--- config.mk ---
export PLATFORM = sky130hd
export DESIGN_NAME = switch_autoretry_fault_diag
export DESIGN_NICKNAME = d
export VERILOG_FILES = /design/src/include/retry_pkg.sv /design/src/include/chan_if.sv /design/src/core/retry_channel.sv /design/src/core/switch_autoretry_fault_diag.sv
export VERILOG_INCLUDE_DIRS = /design/src /design/src/include
export SDC_FILE = /design/constraint.sdc
export NUM_CORES = 1
export LEC_CHECK = 0
export BUFFER_PORTS_ARGS = -buffer_cell sky130_fd_sc_hd__buf_2
export CORE_ASPECT_RATIO = 1.25
export CORE_MARGIN = 3
export CORE_UTILIZATION = 55
export DETAILED_ROUTE_END_ITERATION = 7
export GPL_ROUTABILITY_DRIVEN = 0
export GPL_TIMING_DRIVEN = 0
export PLACE_DENSITY = 0.74
export SYNTH_ARGS = -nofsm -noshare
export SYNTH_HDL_FRONTEND = slang
export SYNTH_HIERARCHICAL = 1
export SYNTH_SLANG_ARGS = --single-unit
--- constraint.sdc ---
create_clock -name sys_clk -period 5.1 [get_ports sys_clk]
set_clock_uncertainty 0.1 [all_clocks]
set_input_delay 0.255 -clock sys_clk [delete_from_list [all_inputs] [get_ports sys_clk]]
set_output_delay 0.255 -clock sys_clk [all_outputs]
set_load 0.01 [all_outputs]
--- src/include/retry_defines.svh ---
`ifndef RETRY_DEFINES_SVH
`define RETRY_DEFINES_SVH

`define RETRY_CNT_MAX 4'hf
`define RETRY_CNT_RST 4'h0
`define PERIOD_SEL_W 2
`define T_AUTO0_US 16'h0100
`define T_AUTO_STEP_US 16'h0100
`define CLK_MHZ 16'h0064
`define STAT_POR_BIT 6
`define STAT_FULL0_BIT 4
`define STAT_FULL1_BIT 5
`define RDW_CNT_LSB 4
`define FLT_OS_BIT 0
`define FLT_OPEN_LOAD_OFF_FAULT_BIT 1
`define FLT_OPEN_LOAD_ON_FAULT_BIT 2
`define FLT_LATCH_BIT 3

`endif

--- src/include/retry_pkg.sv ---
package retry_pkg;
   typedef enum {
      ch_normal,
      ch_wait_clear,
      ch_retry_wait,
      ch_latched
   } ch_state_t;
   typedef logic [3:0] retry_cnt_t;
   typedef logic [1:0] period_sel_t;
endpackage : retry_pkg

--- src/include/chan_if.sv ---
`timescale 1ns/100ps
`default_nettype none
interface chan_if;
   import retry_pkg::*;
   logic oc;
   logic sc;
   logic ot;
   logic uv;
   logic fc;
   logic retry_on;
   logic unlimited;
   logic retry_enable_bit;
   period_sel_t period_sel;
   logic delatch;
   logic cnt_clear;
   logic load_type;
   logic tick_us;
   logic chan_on;
   logic latched;
   logic full;
   logic oc_dur_reset;
   logic pwm_off_no_oc;
   retry_cnt_t count;
   modport top (output oc, sc, ot, uv, fc, unlimited, retry_enable_bit,
      period_sel, delatch, cnt_clear, load_type, tick_us, pwm_off_no_oc,
      input retry_on, chan_on, latched, full, count, oc_dur_reset);
   modport chan (input oc, sc, ot, uv, fc, unlimited, retry_enable_bit,
      period_sel, delatch, cnt_clear, load_type, tick_us, pwm_off_no_oc,
      output retry_on, chan_on, latched, full, count, oc_dur_reset);
endinterface : chan_if
`default_nettype wire

--- src/core/retry_channel.sv ---
`timescale 1ns/100ps
`default_nettype none
`include "retry_defines.svh"
module retry_channel
(
   // Channel link.
   chan_if.chan c,
   // Clock and reset.
   input wire logic sys_clk,
   input wire logic reset
);
   import retry_pkg::*;
   ch_state_t state_ff, nxt_state;
   retry_cnt_t cnt_ff, nxt_cnt;
   logic full_ff, nxt_full;
   logic [15:0] tmr_ff, nxt_tmr;
   logic odr_ff, nxt_odr;
   logic [15:0] period_us;
   logic cause, cause_now;

   // Retry when the selector matches the load type.
   assign c.retry_on = (c.retry_enable_bit == c.load_type);
   assign cause_now = c.oc | c.sc | c.ot | c.uv;
   // Temperature and supply faults must clear before retry begins.
   assign cause = c.oc | c.sc;
   assign period_us = 16'(`T_AUTO0_US + `T_AUTO_STEP_US * c.period_sel);
   assign c.chan_on = (state_ff == ch_normal);
   assign c.latched = (state_ff == ch_latched);
   assign c.full = full_ff;
   assign c.count = cnt_ff;
   assign c.oc_dur_reset = odr_ff;

   always_comb
   begin
      nxt_state = state_ff;
      nxt_cnt = cnt_ff;
      nxt_full = full_ff;
      nxt_tmr = tmr_ff;
      nxt_odr = 1'b0;
      case (state_ff)
         ch_normal:
         begin
            if (c.fc && cause_now)
            begin
               if (!c.retry_on)
                  nxt_state = ch_latched;
               else
               begin
                  nxt_state = ch_wait_clear;
                  nxt_tmr = 16'h0000;
               end
            end
         end
         ch_wait_clear:
         begin
            if (!(c.ot | c.uv))
               nxt_state = ch_retry_wait;
         end
         ch_retry_wait:
         begin
            if (c.tick_us)
               nxt_tmr = 16'(tmr_ff + 16'h0001);
            if (c.tick_us && tmr_ff + 16'h0001 >= period_us)
            begin
               if (c.unlimited)
                  nxt_state = ch_normal;
               else if (full_ff && cause)
                  nxt_state = ch_latched;
               else
               begin
                  nxt_state = ch_normal;
                  if (cnt_ff == `RETRY_CNT_MAX)
                     nxt_full = 1'b1;
                  else
                     nxt_cnt = 4'(cnt_ff + 4'h1);
                  if (!cnt_ff[0] || cnt_ff[0])
                     nxt_odr = !c.load_type;
               end
            end
         end
         ch_latched:
         begin
            if (c.delatch)
               nxt_state = ch_normal;
         end
         default:
            nxt_state = ch_normal;
      endcase
      if (c.load_type && c.pwm_off_no_oc)
         nxt_odr = 1'b1;
      if (c.cnt_clear)
      begin
         nxt_cnt = `RETRY_CNT_RST;
         nxt_full = 1'b0;
         if (state_ff == ch_latched && c.unlimited && c.retry_on)
         begin
            nxt_state = ch_retry_wait;
            nxt_tmr = 16'h0000;
         end
      end
   end

   always_ff @(posedge sys_clk or posedge reset)
   begin
      if (reset)
      begin
         state_ff <= ch_normal;
         cnt_ff <= `RETRY_CNT_RST;
         full_ff <= 1'b0;
         tmr_ff <= 16'h0000;
         odr_ff <= 1'b0;
      end
      else
      begin
         state_ff <= nxt_state;
         cnt_ff <= nxt_cnt;
         full_ff <= nxt_full;
         tmr_ff <= nxt_tmr;
         odr_ff <= nxt_odr;
      end
   end
endmodule : retry_channel
`default_nettype wire

--- src/core/switch_autoretry_fault_diag.sv ---
`timescale 1ns/100ps
`default_nettype none
`include "retry_defines.svh"
// Notes on behaviour
// - Logic-supply low, power supply rises above threshold: power-on flag set.
// - Entering wake with either supply up sets the power-on flag.
// - Power supply recovery with logic supply held up performs no reset.
// - Retry cause is overcurrent, severe short, overtemperature or undervoltage.
// - Undervoltage and overtemperature retries start only after the cause clears.
// - With retry disabled, latchable faults latch immediately.
// - Retry enabled when enable bit equals load type input.
// - Retry sequence starts on fault control high with retry cause.
// - Channel turns on again when the selected retry period expires.
// - Cause gone early: normal run, counter and fault bit kept.
// - Unlimited retry never latches the channel off.
// - Limited mode counts retries up to fifteen; the sixteenth retry sets the full bit.
// - Full bit set and fault persists at next retry: latch off, pin low.
// - Delatch turns the channel on without clearing the counter.
// - Counter readable in the retry word upper nibble in normal mode only.
// - Counter cleared on fail-safe, sleep exit, reset, unlimited, or disable.
// - Clear by unlimited delatches a latched channel after one period.
// - Lighting resets duration counter per limited-mode retry; motor on clean PWM off.
// - Diagnostic faults set their bit and never switch the channel off.
// - Each diagnostic has its own disable bit.
// - Off-state short to supply shown live on pin, bit sticky until read.
// - Open load off checked each off state, pin live, bit sticky.
// - Latched fault clears on fault word read after cause gone and delatch.
module switch_autoretry_fault_diag
(
   // Clock and reset.
   input wire logic sys_clk,
   input wire logic reset,
   // Supplies and modes.
   input wire logic pwr_above_por,
   input wire logic logic_above_por,
   input wire logic wake_reset_input_n,
   input wire logic [1:0] direct_input,
   input wire logic normal_mode,
   input wire logic failsafe_enter,
   input wire logic sleep_exit,
   // Faults and control per channel.
   input wire logic [1:0] overcurrent_fault,
   input wire logic [1:0] severe_short_fault,
   input wire logic [1:0] overtemp_fault,
   input wire logic undervoltage_fault,
   input wire logic [1:0] open_load_on_fault,
   input wire logic [1:0] open_load_off_fault,
   input wire logic [1:0] short_to_supply_fault,
   input wire logic [1:0] fault_control_signal,
   input wire logic [1:0] load_type_input,
   input wire logic [1:0] chan_off_state,
   input wire logic [1:0] pwm_off_no_oc,
   // Configuration.
   input wire logic [1:0] retry_enable_bit,
   input wire logic [1:0] unlimited_bit,
   input wire retry_pkg::period_sel_t period_sel0,
   input wire retry_pkg::period_sel_t period_sel1,
   input wire logic [1:0] open_load_on_disable,
   input wire logic [1:0] open_load_off_disable,
   input wire logic [1:0] short_to_supply_disable,
   input wire logic [1:0] delatch,
   input wire logic [1:0] fault_word_read,
   input wire logic status_read,
   // Outputs.
   output logic [1:0] chan_on,
   output logic [1:0] oc_dur_reset,
   output logic fault_pin_n,
   output logic [7:0] device_status_word,
   output logic [7:0] retry_word0,
   output logic [7:0] retry_word1,
   output logic [3:0] channel_fault_word0,
   output logic [3:0] channel_fault_word1
);
   import retry_pkg::*;
   logic [1:0] sup_ff, nxt_sup;
   logic awake_ff, nxt_awake;
   logic por_ff, nxt_por;
   logic [6:0] div_ff, nxt_div;
   logic tick_ff, nxt_tick;
   logic [1:0] en_ff, nxt_en;
   logic [1:0] unl_ff, nxt_unl;
   logic [3:0] fw_ff [2];
   logic [3:0] nxt_fw [2];
   logic [7:0] rw_ff [2];
   logic [7:0] nxt_rw [2];
   logic [1:0] on_ff, nxt_on, odr_ff, nxt_odr, full_ff, nxt_full;
   logic pin_ff, nxt_pin;
   logic awake, por_evt;
   logic [1:0] live, clr, rtr_on, latched, ch_on, ch_full, ch_odr;
   retry_cnt_t cnt [2];
   period_sel_t psel [2];

   chan_if cif [2] ();
   assign psel[0] = period_sel0;
   assign psel[1] = period_sel1;
   assign awake = ~wake_reset_input_n | (|direct_input);

   // Power-on event from supply edges and wake entry.
   always_comb
   begin
      nxt_sup = {pwr_above_por, logic_above_por};
      nxt_awake = awake;
      por_evt = 1'b0;
      if (awake && pwr_above_por && !sup_ff[1] && !logic_above_por)
         por_evt = 1'b1;
      if (awake && logic_above_por && !sup_ff[0] && !pwr_above_por)
         por_evt = 1'b1;
      if (awake && !awake_ff && (pwr_above_por || logic_above_por))
         por_evt = 1'b1;
      // A supply return with the logic supply steady up is no event.
      nxt_por = por_evt | (por_ff & ~status_read);
      nxt_div = (div_ff == 7'(`CLK_MHZ - 1)) ? 7'h00 : 7'(div_ff + 7'h01);
      nxt_tick = (div_ff == 7'h00);
   end

   genvar g;
   generate
      for (g = 0; g < 2; g++)
      begin : ch
         assign cif[g].oc = overcurrent_fault[g];
         assign cif[g].sc = severe_short_fault[g];
         assign cif[g].ot = overtemp_fault[g];
         assign cif[g].uv = undervoltage_fault;
         assign cif[g].fc = fault_control_signal[g];
         assign cif[g].unlimited = unlimited_bit[g];
         assign cif[g].retry_enable_bit = retry_enable_bit[g];
         assign cif[g].period_sel = psel[g];
         assign cif[g].delatch = delatch[g];
         assign cif[g].cnt_clear = clr[g];
         assign cif[g].load_type = load_type_input[g];
         assign cif[g].tick_us = tick_ff;
         assign cif[g].pwm_off_no_oc = pwm_off_no_oc[g];
         assign rtr_on[g] = cif[g].retry_on;
         assign ch_on[g] = cif[g].chan_on;
         assign latched[g] = cif[g].latched;
         assign ch_full[g] = cif[g].full;
         assign cnt[g] = cif[g].count;
         assign ch_odr[g] = cif[g].oc_dur_reset;
         retry_channel u_chan
         (
            .c(cif[g].chan),
            .sys_clk(sys_clk),
            .reset(reset)
         );
         // Counter clear events.
         assign clr[g] = failsafe_enter | sleep_exit | por_evt
            | (unlimited_bit[g] & ~unl_ff[g])
            | (en_ff[g] & ~rtr_on[g]);
         // Live diagnostics in off state only, each individually gated.
         assign live[g] = chan_off_state[g] & ((short_to_supply_fault[g]
            & ~short_to_supply_disable[g]) | (open_load_off_fault[g]
            & ~open_load_off_disable[g]));
      end
   endgenerate

   always_comb
   begin
      nxt_en = rtr_on;
      nxt_unl = unlimited_bit;
      nxt_on = ch_on;
      nxt_odr = ch_odr;
      nxt_full = ch_full;
      // Pin follows live faults and latched channels; high once clear.
      nxt_pin = ~(|live | |latched | (|(open_load_on_fault
         & ~open_load_on_disable & ~chan_off_state)));
      for (int i = 0; i < 2; i++)
      begin
         nxt_fw[i] = fw_ff[i];
         // Set wins over the read clear.
         if (fault_word_read[i])
         begin
            nxt_fw[i][`FLT_OS_BIT] = 1'b0;
            nxt_fw[i][`FLT_OPEN_LOAD_OFF_FAULT_BIT] = 1'b0;
            nxt_fw[i][`FLT_OPEN_LOAD_ON_FAULT_BIT] = 1'b0;
            if (!latched[i] && !(overcurrent_fault[i] | severe_short_fault[i]
               | overtemp_fault[i] | undervoltage_fault))
               nxt_fw[i][`FLT_LATCH_BIT] = 1'b0;
         end
         if (chan_off_state[i] && short_to_supply_fault[i]
            && !short_to_supply_disable[i])
            nxt_fw[i][`FLT_OS_BIT] = 1'b1;
         if (chan_off_state[i] && open_load_off_fault[i]
            && !open_load_off_disable[i])
            nxt_fw[i][`FLT_OPEN_LOAD_OFF_FAULT_BIT] = 1'b1;
         if (open_load_on_fault[i] && !open_load_on_disable[i]
            && !chan_off_state[i])
            nxt_fw[i][`FLT_OPEN_LOAD_ON_FAULT_BIT] = 1'b1;
         if (fault_control_signal[i] && (overcurrent_fault[i]
            | severe_short_fault[i] | overtemp_fault[i]
            | undervoltage_fault))
            nxt_fw[i][`FLT_LATCH_BIT] = 1'b1;
         nxt_rw[i] = 8'h00;
         if (normal_mode)
            nxt_rw[i][7:`RDW_CNT_LSB] = cnt[i];
         nxt_rw[i][0] = retry_enable_bit[i];
         nxt_rw[i][1] = unlimited_bit[i];
         nxt_rw[i][3:2] = psel[i];
      end
   end

   always_ff @(posedge sys_clk or posedge reset)
   begin
      if (reset)
      begin
         sup_ff <= 2'h0;
         awake_ff <= 1'b0;
         por_ff <= 1'b1;
         div_ff <= 7'h00;
         tick_ff <= 1'b0;
         en_ff <= 2'h0;
         unl_ff <= 2'h0;
         on_ff <= 2'h3;
         odr_ff <= 2'h0;
         full_ff <= 2'h0;
         pin_ff <= 1'b1;
         for (int i = 0; i < 2; i++)
         begin
            fw_ff[i] <= 4'h0;
            rw_ff[i] <= 8'h00;
         end
      end
      else
      begin
         sup_ff <= nxt_sup;
         awake_ff <= nxt_awake;
         por_ff <= nxt_por;
         div_ff <= nxt_div;
         tick_ff <= nxt_tick;
         en_ff <= nxt_en;
         unl_ff <= nxt_unl;
         on_ff <= nxt_on;
         odr_ff <= nxt_odr;
         full_ff <= nxt_full;
         pin_ff <= nxt_pin;
         for (int i = 0; i < 2; i++)
         begin
            fw_ff[i] <= nxt_fw[i];
            rw_ff[i] <= nxt_rw[i];
         end
      end
   end

   assign chan_on = on_ff;
   assign oc_dur_reset = odr_ff;
   assign fault_pin_n = pin_ff;
   assign retry_word0 = rw_ff[0];
   assign retry_word1 = rw_ff[1];
   assign channel_fault_word0 = fw_ff[0];
   assign channel_fault_word1 = fw_ff[1];
   assign device_status_word = {1'b0, por_ff, full_ff, 4'h0};
endmodule : switch_autoretry_fault_diag
`default_nettype wire

==> results.py <==
metrics = {
    "placed_design": {
        "place_hpwl_um": 11000,
        "placed_area_sq_mm": 0.00788,
        "portBuffers": 81,
    },
    "sta": {
        "setup_tns_ps": 0,
        "finalHoldViolCount": 0,
        "grt_setup_unrepaired": "no",
        "fmax_mhz": 278,
        "timing.final.crit_period_ps": 3600,
        "worstMarginPinSlew_ps": 999,
        "period_share_pct": 70.6,
        "slew_viol_final": 0,
        "slew_headroom_pct": 32.9,
        "setup_viol": 0,
    },
    "logic_synthesis": {
        "synth_area_leaders": "dfrtp_1 (54%), nor2_1 (3.6%), a21oi_1 (3.4%)",
        "synth_top_area_cell": "dfrtp_1",
        "postSynthCellCount": 649,
        "ys_warn_count": 6,
        "yosysSeqAreaShare_pct": 55.0,
        "yosys-top-cells-count": "dfrtp_1 (149), nor2_1 (66), a21oi_1 (48)",
        "synth-main-ff-cell": "dfrtp_1",
        "synth_most_common_cell": "dfrtp_1",
        "ys_async_sr_fraction_pct": 100,
        "synth_area_sq_mm": 0.00697,
        "postSynthAreaPerCell_sq_um": 10.7,
        "yosys.cell_types.count": 78,
        "synth-seq-cells": 153,
        "yosysTopAreaCellShare_pct": 53.5,
        "synth_edf_count": 0,
    },
    "global_route": {
        "track_usage_pct": 23.4,
        "grt_pass1_wl_um": 26500,
        "grt_max_degree": 41,
        "antenna_found_initial": 3,
        "grt_pass1_vias": 5686,
        "gr-total-overflow": 0,
    },
    "critical_path": {
        "critPathMaxFanout": 9,
        "required_ps": 5300,
        "r2r_cells": 13,
        "slowest_stage": "dlygate4sd3_1",
        "path_class": "reg -> reg",
        "cpPeakStageDelay_ps": 570,
        "reg2reg_to": "ch[1].u_chan/c.oc_dur_reset",
        "rrSetupSlack_ps": 1500,
        "path_cells": "ha_1, nand2_1, nor2_1, nand2_1, xor2_1, ha_1, inv_1, a21oi_1, o311a_1, a211oi_2, o311ai_4, o21ai_1, dlygate4sd3_1",
        "timing.rr.start": "ch[1].u_chan/tmr_ff[0]",
        "worstSetupStartpointType": "register",
        "critical_path_arrival_ps": 3800,
        "end_kind": "register",
    },
    "floorplanning": {
        "start_util_pct": 56.8,
        "dieArea_sq_mm": 0.0141,
        "rows": 45,
        "core_sq_mm": 0.0123,
        "die_width_um": 107,
        "io_pins": 87,
        "die_h_um": 132,
    },
    "status": {
        "status": "finished, final reports clean",
    },
    "power_and_ir_drop": {
        "irDropWorstVdd_mv": 0.240,
        "switchingPower_uw": 633,
        "pwr-share-clk_pct": 45.2,
        "power.density_mw_per_mm2": 313,
        "p_int_mw": 2.09,
        "p_seq_share_pct": 47.6,
        "combPwrFrac_pct": 7.2,
        "sw_frac_of_total_pct": 23.3,
        "p_total_mw": 2.72,
        "leakagePower_nw": 3.94,
    },
    "min_path": {
        "hold_start": "open_load_off_fault[1]",
        "hold_path_class": "in -> reg",
        "whs_endpoint": "channel_fault_word1[1]",
        "hold_depth": 3,
    },
    "final_layout": {
        "fin_nets": 902,
        "fillCellCount": 922,
        "final_core_utilization_pct": 70.8,
        "area_growth_syn_to_layout_pct": 24.7,
        "drive_above_1_share_pct": 19.4,
        "finalInstanceArea_sq_mm": 0.00869,
    },
    "clocking": {
        "clockBufferDepth": 2,
        "postCtsResizedCells": 0,
        "cts_root_buf": "clkbuf_16",
        "cts_buffers": 17,
        "hold_buffers": 22,
        "cts_setup_buffers": 0,
        "ctsHtreeMaxLevel": 4,
        "clock_latency_ps": 420,
        "clock-sinks": 153,
        "path_clk_slew_ps": 60,
        "cts_tree": "built",
    },
    "detailed_routing": {
        "drt_wl_total_um": 15400,
        "ant_nets": 0,
        "via_per_inst": 5.45,
        "drcViolationCount": 0,
        "post_drt_wl_per_cell_um": 15.1,
        "dr.pass1.iters": 4,
        "dr_total_vias": 5533,
        "drtIter0Drc": 293,
    },
    "run": {
        "drv_cap": 0,
    },
}
==> metal layers <==
metal  GRT usage [%]  vias up  routed length, um
met5               0        -                  7
met4            7.89        2                250
met3            5.83       23                716
met2            41.0      143               8290
met1            28.0     2706               6110
li1                -     2659                  -
==> metrics by stage <==
stage          hold WS (ps)  instances  setup WS [ps]
2_1_floorplan           186        711           2130
3_3_place_gp            234        956           1800
3_5_place_dp           98.0        959           1710
4_1_cts                2.22       1013           1540
5_1_grt                20.0       1015           1270
6_report               16.4       1015           1500
==> cell usage in the layout (no fill, tap or decap), types with 6 or more instances in the layout <==
| cell | count |
|---|---|
| and3_1 | 11 |
| a22oi_1 | 6 |
| nor2b_1 | 9 |
| buf_4 | 9 |
| xor2_1 | 9 |
| o21ai_1 | 10 |
| conb_1 | 65 |
| buf_2 | 88 |
| nand2b_1 | 6 |
| clkbuf_16 | 17 |
| clkbuf_1 | 14 |
| nand4_1 | 9 |
| nand2_1 | 30 |
| nor3_1 | 15 |
| or4_1 | 7 |
| nand3_1 | 18 |
| nor2_1 | 66 |
| a21oi_1 | 48 |
| o21ai_0 | 23 |
| dlygate4sd3_1 | 22 |
| and2_1 | 13 |
| inv_1 | 26 |
| ha_1 | 16 |
| nor4_1 | 19 |
| nand3b_1 | 7 |
| dfrtp_1 | 149 |
| or3_1 | 12 |
| xnor2_1 | 9 |
==> how the worst max path moves through the flow <==
stage,startpoint,endpoint
global placement,ch[0].u_chan/tmr_ff[0],ch[0].u_chan/c.count[0]
CTS,ch[1].u_chan/tmr_ff[0],ch[1].u_chan/c.oc_dur_reset
finish,ch[1].u_chan/tmr_ff[0],ch[1].u_chan/c.oc_dur_reset
global route,ch[1].u_chan/tmr_ff[0],ch[1].u_chan/c.oc_dur_reset
detailed placement,ch[0].u_chan/tmr_ff[0],ch[0].u_chan/c.count[0]
floorplan,ch[0].u_chan/tmr_ff[0],ch[0].u_chan/c.count[0]
==> worst max-delay path, delay by kind of cell (launching register included) <==
family	cells	cell delay, ps
compound gates	5	1220
buf+inv	2	610
flops	1	480
fa+ha+maj	2	480
simple gates	3	430
xor+xnor	1	160
==> flip-flops by register name (all words and copies together), names as in the netlist, 4 cells and up <==
name / cells
ch.u_chan/state_ff: 64
retry_word1: 8
channel_fault_word0: 4
div_ff: 7
retry_word0: 8
ch.u_chan/tmr_ff: 32
ch.u_chan/c.count: 8
channel_fault_word1: 4
==> cell type report <==
cell class                      instances  area (sq um)  area share, %
Sequential cell                       153          3830           44.1
Multi-Input combinational cell        499          3090           35.5
Timing Repair Buffer                  106           693           7.97
Clock buffer                           20           447           5.14
Tap cell                              164           205           2.36
Buffer                                 30           173           1.99
Clock inverter                         12           141           1.63
Inverter                               29           109           1.25
Antenna cell                            2          5.00         0.0576
==> logic make-up (layout without fill, tap and decap cells) <==
group,after synthesis,after routing,share of synthesized area (%)
xor+xnor,18,18,2.26
fa+ha+maj,16,16,2.87
simple gates,261,261,22.5
mux,3,3,0.503
compound gates,136,136,12.6
flops,153,153,55.0
other cells,3,67,0.162
buf+inv,59,197,4.04
==> power groups by stage <==
stage	clock network, mW	registers (mW)	logic [mW]
2_1_floorplan	0	1.31	0.109
3_3_place_gp	0	1.31	0.169
3_5_place_dp	0	1.32	0.182
4_1_cts	1.25	1.29	0.196
5_1_grt	1.31	1.30	0.223
6_report	1.23	1.30	0.197
Note: power is estimated with default switching activity, not from simulation.
